## src/rtl/dtc_pkg.sv

```systemverilog
// shared constants, types and helpers of the datapath
package dtc_pkg;
  // device configuration map (8-bit registers)
  localparam logic [7:0] REG_SINC = 8'h1b;
  localparam int SINC_BYP_BIT = 6;
  localparam logic [7:0] REG_PH_I_LO = 8'h38;
  localparam logic [7:0] REG_PH_I_HI = 8'h39;
  localparam logic [7:0] REG_PH_Q_LO = 8'h3a;
  localparam logic [7:0] REG_PH_Q_HI = 8'h3b;
  localparam logic [7:0] REG_OFF_I_HI = 8'h3c;
  localparam logic [7:0] REG_OFF_I_LO = 8'h3d;
  localparam logic [7:0] REG_OFF_Q_HI = 8'h3e;
  localparam logic [7:0] REG_OFF_Q_LO = 8'h3f;
  localparam logic [7:0] REG_DPCFG = 8'h40;
  localparam logic [7:0] REG_MOD = 8'h41;
  // fields of the datapath configuration register
  localparam int BUSW_LSB = 0;
  localparam int HB_LSB = 2;
  localparam int PREMOD_BIT = 5;
  // reset values
  localparam logic [9:0] PHASE_RST = 10'h000;
  localparam logic [15:0] OFFSET_RST = 16'h0000;
  localparam logic SINC_BYP_RST = 1'b0;
  // bus width modes and beats per sample
  typedef enum logic [1:0] {
    DTC_BUS_BYTE = 2'b00,
    DTC_BUS_WORD = 2'b01,
    DTC_BUS_DUAL = 2'b10
  } dtc_bus_t;
  localparam logic [1:0] LAST_BEAT_BYTE = 2'h3;
  localparam logic [1:0] LAST_BEAT_WORD = 2'h1;
  // coarse modulation settings
  typedef enum logic [2:0] {
    DTC_MOD_NONE = 3'b000,
    DTC_MOD_HALF = 3'b001,
    DTC_MOD_QUARTER = 3'b010,
    DTC_MOD_3QUARTER = 3'b011,
    DTC_MOD_EIGHTH = 3'b100
  } dtc_mod_t;
  // sqrt(2)/2 in q1.15
  localparam logic signed [16:0] R_COEF = 17'sh05a82;
  localparam int R_SHIFT = 15;
  // phase skew gain per code about 2^-14
  localparam int PHASE_SHIFT = 14;
  // inverse-sinc taps, q2.9, dc gain about 0.69
  localparam int SINC_TAPS = 9;
  localparam int SINC_SHIFT = 9;
  localparam logic signed [11:0] SINC_COEF [SINC_TAPS] = '{
    12'sh002, 12'shffc, 12'sh00a, 12'shfdd, 12'sh198, 12'shfdd, 12'sh00a, 12'shffc, 12'sh002};
  // host controller word offsets
  localparam logic [7:0] H_CTRL = 8'h00;
  localparam logic [7:0] H_CFG = 8'h04;
  localparam logic [7:0] H_SAMPLE = 8'h08;
  localparam logic [7:0] H_STATUS = 8'h0c;
  localparam int CFG_ADDR_LSB = 8;

  // clamp a wide signed value into a 16-bit twos-complement sample
  function automatic logic signed [15:0] dtc_sat16(input logic signed [39:0] v);
    if (v > 40'sh00_0000_7fff) begin
      return 16'sh7fff;
    end
    if (v < -40'sh00_0000_8000) begin
      return -16'sh8000;
    end
    return v[15:0];
  endfunction : dtc_sat16
endpackage : dtc_pkg

```

## src/rtl/dtc_if.sv

```systemverilog
// host to datapath link: config port and sample bus
`timescale 1ns/1ps
`default_nettype none
interface dtc_if;
  logic cfg_wr;
  logic [7:0] cfg_addr;
  logic [7:0] cfg_data;
  logic [31:0] bus_data;
  logic bus_valid;
  logic bus_ready;
  modport dev (
    input cfg_wr,
    input cfg_addr,
    input cfg_data,
    input bus_data,
    input bus_valid,
    output bus_ready
  );
  modport host (
    output cfg_wr,
    output cfg_addr,
    output cfg_data,
    output bus_data,
    output bus_valid,
    input bus_ready
  );
endinterface : dtc_if
`default_nettype wire

```

## src/rtl/dtc_device.sv

```systemverilog
// datapath end of the sample link
// Behaviour
// [RL1] input bus never above 250 MHz
// [RL2] update rate never above 1000 MHz
// [RL3] beats per sample by width; dual-full halves bus
// [RL4] each half-band stage doubles output rate
// [RL5] prefer first stages; later ones save power
// [RL6] coarse modulation shifts spectrum by rate fraction
// [RL7] half, quarter, three-quarter mixing sequences
// [RL8] eighth-rate eight-step sequence with r scaling
// [RL9] only half-rate keeps channels independent
// [RL10] I code 1000000000 skews away 1.75 degrees
// [RL11] I max code skews toward 1.75 degrees
// [RL12] Q phase control behaves symmetrically
// [RL13] phase skew linear over 1024 codes
// [RL14] 16-bit offsets added per path
// [RL15] software keeps offset sums in range
// [RL16] samples twos complement, zero is midscale
// [RL17] inverse sinc is nine-tap FIR, 3.2 dB loss
// [RL18] composite ripple small up to 0.4 rate
// [RL19] bypass bit 6 of 0x1B removes sinc
// [RL20] inverse sinc enabled after reset
// [RL21] mixer steps per sample, restarts on change
// [RL22] premodulation shifts input by half rate
//
// Local design decisions: the register addresses and the AHB-Lite interface to the registers.
`timescale 1ns/1ps
`default_nettype none
module dtc_device (
  // clock and reset
  input wire logic hclk,
  input wire logic hresetn,
  // link to host
  dtc_if.dev lnk,
  // converter side
  output logic signed [15:0] dac_i,
  output logic signed [15:0] dac_q,
  output logic dac_stb
);
  // configuration state
  logic sinc_bypass;
  dtc_pkg::dtc_bus_t bus_mode;
  logic [2:0] hb_en;
  logic premod;
  dtc_pkg::dtc_mod_t mod_sel;
  logic [9:0] ph_i;
  logic [9:0] ph_q;
  logic [15:0] off_i;
  logic [15:0] off_q;

  // config writes; unknown addresses are ignored
  always_ff @(posedge hclk or negedge hresetn) begin
    if (!hresetn) begin
      sinc_bypass <= dtc_pkg::SINC_BYP_RST; // RL20
      bus_mode <= dtc_pkg::DTC_BUS_BYTE;
      hb_en <= 3'b000;
      premod <= 1'b0;
      mod_sel <= dtc_pkg::DTC_MOD_NONE;
      ph_i <= dtc_pkg::PHASE_RST;
      ph_q <= dtc_pkg::PHASE_RST;
      off_i <= dtc_pkg::OFFSET_RST;
      off_q <= dtc_pkg::OFFSET_RST;
    end else if (lnk.cfg_wr) begin
      unique case (lnk.cfg_addr)
        dtc_pkg::REG_SINC: sinc_bypass <= lnk.cfg_data[dtc_pkg::SINC_BYP_BIT]; // RL19
        dtc_pkg::REG_PH_I_LO: ph_i[7:0] <= lnk.cfg_data;
        dtc_pkg::REG_PH_I_HI: ph_i[9:8] <= lnk.cfg_data[1:0];
        dtc_pkg::REG_PH_Q_LO: ph_q[7:0] <= lnk.cfg_data;
        dtc_pkg::REG_PH_Q_HI: ph_q[9:8] <= lnk.cfg_data[1:0];
        dtc_pkg::REG_OFF_I_HI: off_i[15:8] <= lnk.cfg_data; // RL14
        dtc_pkg::REG_OFF_I_LO: off_i[7:0] <= lnk.cfg_data;
        dtc_pkg::REG_OFF_Q_HI: off_q[15:8] <= lnk.cfg_data;
        dtc_pkg::REG_OFF_Q_LO: off_q[7:0] <= lnk.cfg_data;
        dtc_pkg::REG_DPCFG: begin
          bus_mode <= dtc_pkg::dtc_bus_t'(lnk.cfg_data[dtc_pkg::BUSW_LSB +: 2]);
          hb_en <= lnk.cfg_data[dtc_pkg::HB_LSB +: 3];
          premod <= lnk.cfg_data[dtc_pkg::PREMOD_BIT];
        end
        dtc_pkg::REG_MOD: mod_sel <= dtc_pkg::dtc_mod_t'(lnk.cfg_data[2:0]);
        default: ;
      endcase
    end
  end

  // bus unpacking: byte mode I hi, I lo, Q hi, Q lo; word mode I then Q; dual {Q,I}
  logic [1:0] beat;
  logic signed [15:0] asm_i;
  logic signed [15:0] asm_q;
  logic pend;
  logic thr;
  wire take = lnk.bus_valid && lnk.bus_ready;
  wire [1:0] last_beat = (bus_mode == dtc_pkg::DTC_BUS_BYTE) ? dtc_pkg::LAST_BEAT_BYTE :
                         (bus_mode == dtc_pkg::DTC_BUS_WORD) ? dtc_pkg::LAST_BEAT_WORD : 2'd0; // RL3
  wire [7:0] bb = lnk.bus_data[7:0];
  wire [15:0] bw = lnk.bus_data[15:0];
  wire signed [15:0] beat_i = (bus_mode == dtc_pkg::DTC_BUS_DUAL) ? lnk.bus_data[15:0] :
                              (bus_mode == dtc_pkg::DTC_BUS_WORD) ? ((beat == 2'd0) ? bw : asm_i) :
                              (beat == 2'd0) ? {bb, asm_i[7:0]} :
                              (beat == 2'd1) ? {asm_i[15:8], bb} : asm_i;
  wire signed [15:0] beat_q = (bus_mode == dtc_pkg::DTC_BUS_DUAL) ? lnk.bus_data[31:16] :
                              (bus_mode == dtc_pkg::DTC_BUS_WORD) ? ((beat == 2'd1) ? bw : asm_q) :
                              (beat == 2'd2) ? {bb, asm_q[7:0]} :
                              (beat == 2'd3) ? {asm_q[15:8], bb} : asm_q;
  wire sample_done = take && (beat == last_beat);

  // 2^stages outputs per input sample
  logic [3:0] emit_cnt;
  wire [1:0] n_stages = 2'({1'b0, hb_en[0]} + {1'b0, hb_en[1]} + {1'b0, hb_en[2]});
  wire [3:0] n_out = 4'(4'd1 << n_stages); // RL4 RL2
  wire load = pend && (emit_cnt <= 4'd1);
  wire next_pend = sample_done || (pend && !load);
  // dual-word, three stages: bus on every other cycle
  wire dual_full = (bus_mode == dtc_pkg::DTC_BUS_DUAL) && (hb_en == 3'b111); // RL3 RL1
  wire next_thr = dual_full ? !thr : 1'b1;
  wire emit = (emit_cnt != 4'd0);

  // beat assembly and back-pressure toward the host
  always_ff @(posedge hclk or negedge hresetn) begin
    if (!hresetn) begin
      beat <= 2'd0;
      asm_i <= '0;
      asm_q <= '0;
      pend <= 1'b0;
      thr <= 1'b0;
      lnk.bus_ready <= 1'b0;
    end else begin
      pend <= next_pend;
      thr <= next_thr;
      lnk.bus_ready <= !next_pend && next_thr; // RL1
      if (take) begin
        asm_i <= beat_i;
        asm_q <= beat_q;
        beat <= (beat == last_beat) ? 2'd0 : beat + 2'd1; // RL3
      end
    end
  end

  // hold stage; premodulation negates every other input sample
  logic signed [15:0] held_i;
  logic signed [15:0] held_q;
  logic pm_phase;
  wire pm_neg = premod && pm_phase; // RL22
  always_ff @(posedge hclk or negedge hresetn) begin
    if (!hresetn) begin
      held_i <= '0;
      held_q <= '0;
      pm_phase <= 1'b0;
      emit_cnt <= 4'd0;
    end else if (load) begin
      held_i <= pm_neg ? dtc_pkg::dtc_sat16(-40'(asm_i)) : asm_i; // RL22
      held_q <= pm_neg ? dtc_pkg::dtc_sat16(-40'(asm_q)) : asm_q;
      pm_phase <= !pm_phase;
      emit_cnt <= n_out; // RL4
    end else if (emit) begin
      emit_cnt <= emit_cnt - 4'd1;
    end
  end

  // coarse modulation at the output rate
  logic signed [15:0] mix_i;
  logic signed [15:0] mix_q;
  logic mix_v;
  dtc_mixer dtc_mixer_inst (
    .hclk(hclk),
    .hresetn(hresetn),
    .mode(mod_sel),
    .step_en(emit),
    .in_i(held_i),
    .in_q(held_q),
    .out_i(mix_i),
    .out_q(mix_q),
    .out_valid(mix_v)
  );

  // linear skew: subtract a code-scaled share of the other channel
  function automatic logic signed [15:0] skew(input logic signed [15:0] a, input logic signed [15:0] b,
                                              input logic signed [9:0] code);
    logic signed [39:0] p;
    p = 40'(code) * 40'(b);
    return dtc_pkg::dtc_sat16(40'(a) - (p >>> dtc_pkg::PHASE_SHIFT));
  endfunction : skew

  // phase correction then offset add; offsets wrap, software keeps them in range
  logic signed [15:0] ph_out_i;
  logic signed [15:0] ph_out_q;
  logic ph_v;
  logic signed [15:0] tap_i [dtc_pkg::SINC_TAPS];
  logic signed [15:0] tap_q [dtc_pkg::SINC_TAPS];
  logic tap_v;
  always_ff @(posedge hclk or negedge hresetn) begin
    if (!hresetn) begin
      ph_out_i <= '0;
      ph_out_q <= '0;
      ph_v <= 1'b0;
    end else begin
      ph_v <= mix_v;
      ph_out_i <= skew(mix_i, mix_q, ph_i); // RL10 RL11 RL13
      ph_out_q <= skew(mix_q, mix_i, ph_q); // RL12
    end
  end

  // tap line, offset applied on entry
  always_ff @(posedge hclk or negedge hresetn) begin
    if (!hresetn) begin
      tap_v <= 1'b0;
      for (int k = 0; k < dtc_pkg::SINC_TAPS; k++) begin
        tap_i[k] <= '0;
        tap_q[k] <= '0;
      end
    end else begin
      tap_v <= ph_v;
      if (ph_v) begin
        tap_i[0] <= ph_out_i + off_i; // RL14 RL16
        tap_q[0] <= ph_out_q + off_q;
        for (int k = 1; k < dtc_pkg::SINC_TAPS; k++) begin
          tap_i[k] <= tap_i[k-1];
          tap_q[k] <= tap_q[k-1];
        end
      end
    end
  end

  // nine-tap inverse sinc; peaking is paid for by about 3.2 dB loss at dc
  function automatic logic signed [15:0] sinc(input logic signed [15:0] t [dtc_pkg::SINC_TAPS]);
    logic signed [39:0] acc;
    acc = '0;
    for (int k = 0; k < dtc_pkg::SINC_TAPS; k++) begin
      acc = acc + 40'(t[k]) * 40'(dtc_pkg::SINC_COEF[k]);
    end
    return dtc_pkg::dtc_sat16(acc >>> dtc_pkg::SINC_SHIFT);
  endfunction : sinc

  // converter outputs; bypass takes the newest tap
  always_ff @(posedge hclk or negedge hresetn) begin
    if (!hresetn) begin
      dac_i <= '0;
      dac_q <= '0;
      dac_stb <= 1'b0;
    end else begin
      dac_stb <= tap_v;
      if (tap_v) begin
        dac_i <= sinc_bypass ? tap_i[0] : sinc(tap_i); // RL17 RL18 RL19
        dac_q <= sinc_bypass ? tap_q[0] : sinc(tap_q);
      end
    end
  end
endmodule : dtc_device
`default_nettype wire

```

## src/rtl/dtc_mixer.sv

```systemverilog
// coarse quadrature modulation mixer, one step per output sample
`timescale 1ns/1ps
`default_nettype none
module dtc_mixer (
  // clock and reset
  input wire logic hclk,
  input wire logic hresetn,
  // control
  input wire dtc_pkg::dtc_mod_t mode,
  input wire logic step_en,
  // sample in
  input wire logic signed [15:0] in_i,
  input wire logic signed [15:0] in_q,
  // sample out
  output logic signed [15:0] out_i,
  output logic signed [15:0] out_q,
  output logic out_valid
);
  dtc_pkg::dtc_mod_t mode_q;
  logic [2:0] step;

  // saturating negate, -32768 has no positive twin
  function automatic logic signed [15:0] neg(input logic signed [15:0] x);
    return dtc_pkg::dtc_sat16(-40'(x));
  endfunction : neg

  // r times a 17-bit sum
  function automatic logic signed [15:0] rmul(input logic signed [16:0] s);
    logic signed [39:0] p;
    p = 40'(s) * 40'(dtc_pkg::R_COEF);
    return dtc_pkg::dtc_sat16(p >>> dtc_pkg::R_SHIFT);
  endfunction : rmul

  // output pair for a given mode and step
  function automatic logic [31:0] pick(input dtc_pkg::dtc_mod_t m, input logic [2:0] k,
                                       input logic signed [15:0] i, input logic signed [15:0] q,
                                       input logic signed [15:0] rs, input logic signed [15:0] rd);
    unique case (m)
      dtc_pkg::DTC_MOD_HALF: return k[0] ? {neg(i), neg(q)} : {i, q}; // RL7
      dtc_pkg::DTC_MOD_QUARTER: begin
        unique case (k[1:0]) // RL7
          2'd0: return {i, q};
          2'd1: return {q, neg(i)};
          2'd2: return {neg(i), neg(q)};
          default: return {neg(q), i};
        endcase
      end
      dtc_pkg::DTC_MOD_3QUARTER: begin
        unique case (k[1:0]) // RL7
          2'd0: return {i, q};
          2'd1: return {neg(q), i};
          2'd2: return {neg(i), neg(q)};
          default: return {q, neg(i)};
        endcase
      end
      dtc_pkg::DTC_MOD_EIGHTH: begin
        unique case (k) // RL8
          3'd0: return {i, q};
          3'd1: return {rs, rd};
          3'd2: return {q, neg(i)};
          3'd3: return {rd, neg(rs)};
          3'd4: return {neg(i), neg(q)};
          3'd5: return {neg(rs), neg(rd)};
          3'd6: return {neg(q), i};
          default: return {neg(rd), rs};
        endcase
      end
      default: return {i, q};
    endcase
  endfunction : pick

  // a new setting restarts the sequence at its first step
  wire mode_changed = (mode != mode_q); // RL21
  wire [2:0] cur_step = mode_changed ? 3'd0 : step;
  wire signed [15:0] rs = rmul(17'(in_i) + 17'(in_q));
  wire signed [15:0] rd = rmul(17'(in_q) - 17'(in_i));
  wire [31:0] mixed = pick(mode, cur_step, in_i, in_q, rs, rd); // RL6 RL9

  // step counter advances once per emitted sample
  always_ff @(posedge hclk or negedge hresetn) begin
    if (!hresetn) begin
      mode_q <= dtc_pkg::DTC_MOD_NONE;
      step <= 3'd0;
    end else begin
      mode_q <= mode;
      step <= cur_step + {2'b00, step_en}; // RL21
    end
  end

  // registered mixer result
  always_ff @(posedge hclk or negedge hresetn) begin
    if (!hresetn) begin
      out_i <= '0;
      out_q <= '0;
      out_valid <= 1'b0;
    end else begin
      out_valid <= step_en;
      if (step_en) begin
        out_i <= mixed[31:16];
        out_q <= mixed[15:0];
      end
    end
  end
endmodule : dtc_mixer
`default_nettype wire

```

## src/flat_wrapper.sv

```systemverilog
// flat-port wrapper written by rule: the top's interface ports become plain ports
module dtc_device_flat 
  (hclk, hresetn, dac_i, dac_q, dac_stb, lnk_cfg_wr, lnk_cfg_addr, lnk_cfg_data, lnk_bus_data, lnk_bus_valid, lnk_bus_ready);
  dtc_if lnk_i ();
  input wire logic hclk;
  input wire logic hresetn;
  output logic signed [15:0] dac_i;
  output logic signed [15:0] dac_q;
  output logic dac_stb;
  input wire logic [$bits(lnk_i.cfg_wr)-1:0] lnk_cfg_wr;
  input wire logic [$bits(lnk_i.cfg_addr)-1:0] lnk_cfg_addr;
  input wire logic [$bits(lnk_i.cfg_data)-1:0] lnk_cfg_data;
  input wire logic [$bits(lnk_i.bus_data)-1:0] lnk_bus_data;
  input wire logic [$bits(lnk_i.bus_valid)-1:0] lnk_bus_valid;
  output wire logic [$bits(lnk_i.bus_ready)-1:0] lnk_bus_ready;
  assign lnk_i.cfg_wr = lnk_cfg_wr;
  assign lnk_i.cfg_addr = lnk_cfg_addr;
  assign lnk_i.cfg_data = lnk_cfg_data;
  assign lnk_i.bus_data = lnk_bus_data;
  assign lnk_i.bus_valid = lnk_bus_valid;
  assign lnk_bus_ready = lnk_i.bus_ready;
  dtc_device u_core (.hclk(hclk), .hresetn(hresetn), .lnk(lnk_i), .dac_i(dac_i), .dac_q(dac_q), .dac_stb(dac_stb));
endmodule
```

## config.mk

```make
export PLATFORM = sky130hd
export DESIGN_NAME = dtc_device_flat
export DESIGN_NICKNAME = d
export VERILOG_FILES = /design/src/rtl/dtc_pkg.sv /design/src/rtl/dtc_if.sv /design/src/rtl/dtc_device.sv /design/src/rtl/dtc_mixer.sv /design/src/flat_wrapper.sv
export SDC_FILE = /design/constraint.sdc
export NUM_CORES = 2
export LEC_CHECK = 0
export BUFFER_PORTS_ARGS = -buffer_cell sky130_fd_sc_hd__buf_2
export CAP_MARGIN = 10
export CORE_ASPECT_RATIO = 2
export CORE_MARGIN = 1
export CORE_UTILIZATION = 35
export CTS_CLUSTER_SIZE = 30
export DETAILED_ROUTE_END_ITERATION = 7
export PLACE_DENSITY = 0.46
export SYNTH_ARGS = -nofsm -noshare
export SYNTH_HDL_FRONTEND = slang
export SYNTH_SLANG_ARGS = --single-unit
```

## constraint.sdc

```tcl
create_clock -name hclk -period 16.1 [get_ports hclk]
set_input_delay 1.61 -clock hclk [delete_from_list [all_inputs] [get_ports hclk]]
set_output_delay 1.61 -clock hclk [all_outputs]
set_load 0.01 [all_outputs]
```

Word-level counts from Yosys, hierarchy flattened:

Index checks and enable logic that the tools add are counted.

* memory bits (read-only): 0
* input port bits: 52
* register bits after elaboration: 530
* memories: 0
* latch bits: 0
* output and inout bits: 34
* word-level logic and storage cells: 432
* RAM bits: 0

* eq/ne operators: 35
* add/subtract/negate cells: 37
* magnitude comparators: 25
* div/mod/pow operators: 0
* reduce and logical (&&, ||, !) cells: 39
* shifts and indexed selects: 1
* bitwise gates (word level): 0
* multipliers: 14
* muxes and demuxes: 226

Operators with widths (number)
* 2-to-1 mux 16 bit: 88
* adder 40 bit: 12
* > comparator 40 x 16 -> 1 bit, second input constant: 8
* less-than comparator 40 x 16 -> 1 bit, second input constant: 8
* negator 16 -> 40 bit: 6
* case mux 32 bit (7 select lines): 1
* case mux 32 bit (3 select lines): 2
* negator 16 -> 38 bit: 4
* multiplier 16 x 7 -> 23 bit, second input constant: 6
* case mux 32 bit (4 select lines): 1
* 2-to-1 mux 1 bit: 126
* adder 17 x 40 -> 40 bit: 2
* adder 40 x 17 -> 40 bit: 2
* multiplier 16 x 4 -> 20 bit, second input constant: 4
* == test 8 x 6 -> 1 bit, second input constant: 8
* multiplier 17 x 15 -> 32 bit, second input constant: 2
* > comparator 31 x 16 -> 1 bit, second input constant: 2
* less-than comparator 31 x 16 -> 1 bit, second input constant: 2
* multiplier 10 x 16 -> 26 bit: 2
* > comparator 18 x 16 -> 1 bit, second input constant: 2
* less-than comparator 18 x 16 -> 1 bit, second input constant: 2
* subtractor 16 x 12 -> 17 bit: 2
* adder 16 bit: 2
* 2-to-1 mux 32 bit: 1
* other kinds (37): 82

Longest topological paths before layout:

* depth after elaboration: 19
* mapped depth: 59

By module:

A second synthesis with hierarchy kept.

* cells, all modules: 9585
* area total of the unflattened synthesis: 87624.0 µm²

By module, submodules not included
* dtc_device: cells each 7032, sequential area each 12286.8 µm², area each 68500.7 µm², instances 1
* dtc_mixer: cells each 2553, sequential area each 975.9 µm², area each 19123.3 µm², instances 1

Least setup slack after synthesis:

No wires, ideal clock.

* path type: reg-to-reg
* from: reg u_core.tap_i[50] (netlist bit)
* to: reg u_core.dac_i[3]
* arrival: 11.636 ns
* library setup time: 0.077 ns
* path slack: 4.386 ns
* data required time: 16.023 ns
* cell stages (with the launch flop): 37
* period minus slack after synthesis: 11.714 ns
* cell sequence: dfrtp_1 > fa_1 > ha_1 > inv_1 > fa_1 > inv_1 > fa_1 > ha_1 > nor2b_1 > o21ai_0 > a21oi_1 > o21ai_0 > a21oi_1 > nand4_1 > and4_1 > o31ai_1 > o22a_1 > xnor2_1 > fa_1 > fa_1 > fa_1 > fa_1 > inv_1 > ha_1 > nand2_1 > o21ai_0 > a2111oi_0 > nand3_1 > a31oi_1 > o21bai_1 > a21oi_1 > xor2_1 > or4b_2 > o41ai_1 > clkbuf_1 > nand2_1 > a21oi_1

* word-level cells in the longest chain between the ends: 12
* elaborated cells on any way between the ends: 16
* those cells by class: add/sub: 4; mul: 1; order compare: 2; mux: 9

Ends and longest elaborated chain
* start, declared: line dtc_device.sv:187 `logic signed [15:0] tap_i [dtc_pkg::SINC_TAPS];`
* start signal, assigned by index: line dtc_device.sv:216 `tap_i[k] <= tap_i[k-1];`
* multiplier 16 x 7 -> 23 bit (*): line dtc_device.sv:228 `acc = acc + 40'(t[k]) * 40'(dtc_pkg::SINC_COEF[k]);`
* adder 40 bit (*) (3 in a row): line dtc_device.sv:228
* adder 40 x 17 -> 40 bit (*): line dtc_device.sv:228
* less-than comparator 31 x 16 -> 1 bit: line dtc_pkg.sv:62 `if (v < -40'sh00_0000_8000) begin`
* 2-to-1 mux 1 bit (2 in a row): line dtc_pkg.sv:62
* 2-to-1 mux 1 bit: line dtc_device.sv:241 `if (tap_v) begin`
* 2-to-1 mux 16 bit: line dtc_pkg.sv:65 `return v[15:0];`
* 2-to-1 mux 16 bit (*): line dtc_pkg.sv:62
* 2-to-1 mux 16 bit (*): line dtc_device.sv:242 `dac_i <= sinc_bypass ? tap_i[0] : sinc(tap_i);`
* end signal, assigned: line dtc_device.sv:242
* end, declared: line dtc_device.sv:36 `output logic signed [15:0] dac_i,`

Every way passes the cells marked *; elsewhere a longest branch is shown, timed or not. The select of a mux whose other input is x is not followed.
A chain may end at the register's enable or synchronous reset.

Final worst setup path:

* from: reg u_core.held_i[1]
* to: reg u_core.dtc_mixer_inst.out_i[0]

* word-level cells in the longest chain between the ends: 17
* elaborated cells on any way between the ends: 82
* those cells by class: add/sub: 5; mul: 2; order compare: 10; mux: 65

Ends and longest elaborated chain
* start, declared: line dtc_device.sv:139 `logic signed [15:0] held_i;`
* start signal, assigned: line dtc_device.sv:150 `held_i <= pm_neg ? dtc_pkg::dtc_sat16(-40'(asm_i)) : asm_i;`
* subtractor 16 x 16 -> 17 bit / adder 16 x 16 -> 17 bit (equally long branches): line dtc_mixer.sv:76, dtc_mixer.sv:75
* multiplier 17 x 15 -> 32 bit: line dtc_mixer.sv:30 `p = 40'(s) * 40'(dtc_pkg::R_COEF);`
* less-than comparator 18 x 16 -> 1 bit: line dtc_pkg.sv:62
* 2-to-1 mux 1 bit (2 in a row): line dtc_pkg.sv:62
* 2-to-1 mux 16 bit: line dtc_pkg.sv:65
* 2-to-1 mux 16 bit: line dtc_pkg.sv:62
* negator 16 -> 40 bit: line dtc_mixer.sv:24 `return dtc_pkg::dtc_sat16(-40'(x));`
* less-than comparator 40 x 16 -> 1 bit: line dtc_pkg.sv:62
* 2-to-1 mux 1 bit (2 in a row): line dtc_pkg.sv:62
* 2-to-1 mux 1 bit: line dtc_mixer.sv:57 `unique case (k)`
* 2-to-1 mux 1 bit: line dtc_mixer.sv:38 `unique case (m)`
* 2-to-1 mux 16 bit: line dtc_pkg.sv:65
* 2-to-1 mux 16 bit: line dtc_pkg.sv:62
* case mux 32 bit (7 select lines): line dtc_mixer.sv:57
* case mux 32 bit (4 select lines) (*): line dtc_mixer.sv:38
* end signal, assigned: line dtc_mixer.sv:99 `out_i <= mixed[31:16];`
* end, declared: line dtc_mixer.sv:15 `output logic signed [15:0] out_i,`

Marks and branches as above.

==> impl_metrics.py <==
metrics = {
    "yosys": {
        "synthCells": 9444,
        "synth-warning-count": 0,
        "synth_area_leaders": "fa_1 27%, ha_1 16%, dfrtp_1 15%",
        "synth_cell_types": 107,
        "synth_area_um2": 85600,
        "syn_nets": 11700,
        "ys.flop_type": "dfrtp_1",
        "ys_seq_area_share_pct": 15.5,
        "synth_top_area_share_pct": 26.5,
        "yosysTopAreaCell": "fa_1",
        "syn_avg_cell_area_um2": 9.06,
        "ys_ff_latch": 530,
        "synth_edf_count": 0,
        "synthTopCellsByCount": "1694 x inv_1, 1133 x fa_1, 1075 x ha_1",
        "yosysMostFrequentCell": "inv_1",
        "async_flop_share_pct": 100,
    },
    "die": {
        "io_pins": 86,
        "coreArea_um2": 243000,
        "start_util_pct": 35.2,
        "rows": 256,
        "die_w_um": 352,
        "fp.dieH_um": 701,
        "dieArea_um2": 247000,
    },
    "global_route": {
        "grt_use_total_pct": 27.2,
        "grt_pass1_wl_um": 485000,
        "grt_pass1_vias": 74100,
        "antenna_found_initial": 15,
        "grt_max_degree": 89,
        "overflow": 0,
    },
    "placed_design": {
        "gp_congestion": 0.990,
        "port-buffer-count": 85,
        "hpwl_um": 271000,
    },
    "finish": {
        "num-fill-cells": 24900,
        "multi_input_area_um2": 64800,
        "area_delta_synth_final_pct": 8.02,
        "nets": 11700,
        "drive_gt1_share_pct": 6.91,
        "register_area_um2": 13300,
    },
    "worst_setup_path": {
        "crit_slowest_cell": "a21oi_1",
        "cp-startpoint": "u_core.held_i[1]",
        "critPathKind": "flop to flop",
        "start_kind": "flop",
        "rrSetupSlack_ns": 1.34,
        "cp.required_ns": 16.69,
        "crit_path_max_incr_delay_ns": 0.92,
        "reg2reg_from": "u_core.held_i[1]",
        "cp.arrival_ns": 15.36,
        "cp_common_cell": "ha_1",
        "critPathMaxFanout": 13,
        "setup.worst_path.end_class": "flop",
    },
    "routing": {
        "drc_errors": 0,
        "wl_um": 331000,
        "wire_per_inst_um": 26.1,
        "viasPerCell": 5.34,
        "vias": 67800,
        "dr.pass1.iters": 6,
        "postRouteAntennaNets": 0,
        "drtIter0Drc": 3588,
    },
    "sta": {
        "timing.fmax_mhz": 67.7,
        "hold_viol": 0,
        "final.min_clock_period_ns": 14.76,
        "rsz0062_at_grt": "no",
        "worst_slew_pin_slew_ns": 1.34,
        "period_share_pct": 91.7,
        "clock_skew_ns": 0.0739,
        "finalSetupViolCount": 0,
        "slew_viol_final": 0,
        "setup-tns-final_ns": 0,
        "slew_headroom_pct": 9.61,
    },
    "clocking": {
        "cts.sinks": 530,
        "cts_buffers": 66,
        "post_cts_resized": 0,
        "ctsHoldBuffers": 0,
        "h-tree-depth": 3,
        "clk_pin_slew_ns": 0.07,
        "cts_tree": "done",
        "post-cts-setup-buffer-count": 0,
        "cts_root_buffer": "clkbuf_16",
        "cts_buffer_depth": 3,
        "clk-insertion-delay-late_ns": 0.72,
    },
    "min_path": {
        "min_from": "u_core.tap_i[128]",
        "hp-class": "flop to flop",
    },
    "run": {
        "drv_cap": 0,
    },
    "outcome": {
        "status": "finished clean",
    },
}
worst paths after layout:
check / cells after the start / endpoint
hold reg to reg: 2 / u_core.tap_i[112]
setup / recovery: 49 / u_core.dtc_mixer_inst.out_i[0]
max in group asynchronous: 4 / u_core.tap_i[72]
hold / removal: 2 / u_core.tap_i[112]
setup reg to reg: 49 / u_core.dtc_mixer_inst.out_i[0]
min in group asynchronous: 1 / u_core.tap_q[18]
metal layers:
layer  up-vias  routed length [um]  GRT usage [%]
li1      31100                   -              -
met4        12               34400           23.0
met3       822               12800           4.37
met2      1597              184000           53.1
met1     34300               99900           23.4
met5         -                  89              0
state kept, by name, indices dropped and copies added, names as in the netlist, 3 cells and up:
register	cells
u_core.asm_i	16
u_core.asm_q	16
u_core.dac_i	16
u_core.dac_q	16
u_core.dtc_mixer_inst.mode_q	3
u_core.dtc_mixer_inst.out_i	16
u_core.dtc_mixer_inst.out_q	16
u_core.dtc_mixer_inst.step	3
u_core.emit_cnt	4
u_core.hb_en	3
u_core.held_i	16
u_core.held_q	16
u_core.mod_sel	3
u_core.off_i	16
u_core.off_q	16
u_core.ph_i	10
u_core.ph_out_i	16
u_core.ph_out_q	16
u_core.ph_q	10
u_core.tap_i	144
u_core.tap_q	144
cell type report:
type	instances	area share (%)
Inverter	1701	6.91
Multi-Input combinational cell	6878	70.1
Clock inverter	36	0.602
Clock buffer	81	1.93
Sequential cell	530	14.4
Antenna cell	7	0.0190
Tap cell	3225	4.37
Timing Repair Buffer	234	1.69
per-stage QoR:
step / instances / worst slack [ns] / utilization (%) / instance area, um^2 / hold WS, ns
global route: 12700 / 0.241 / 38.0 / 92400 / 0.492
global placement: 12600 / 1.46 / 37.0 / 90000 / 0.464
CTS: 12700 / 1.40 / 38.0 / 92300 / 0.483
detailed placement: 12600 / 1.47 / 37.0 / 90000 / 0.472
finish: 12700 / 1.34 / 38.0 / 92400 / 0.484
floorplan: 9444 / 4.39 / - / 85600 / 0.331
cells in the final DEF, fill, tap and decap left out, drive strengths merged, types with 110 or more instances in the layout:
master / instances
nor3: 142
a21oi: 475
buf: 232
xnor2: 294
dfrtp: 530
inv: 1700
nand2: 766
ha: 1075
and2: 162
fa: 1133
mux2: 193
nand3: 135
xor2: 176
a21o: 137
o21ai: 658
nor2: 383
nand2b: 110
cell families after synthesis:
logic type	synth area share, %
compound gates	13.9
xor+xnor	4.84
fa+ha+maj	42.2
buf+inv	9.01
flops	15.5
mux	2.83
simple gates	11.7
critical path, delay by kind of cell (launching register included):
family / cells / cell delay (ns)
AOI/OAI and AO/OA: 21 / 5.59
DFF: 1 / 0.62
xor gates and xnor gates: 1 / 0.41
buffers and inverters: 5 / 0.60
adders and majority gates: 10 / 3.93
and+or+nand+nor: 12 / 3.46
Power is not shown: default switching activity piles up to over one toggle a cycle in this logic, so the estimate is an artifact.
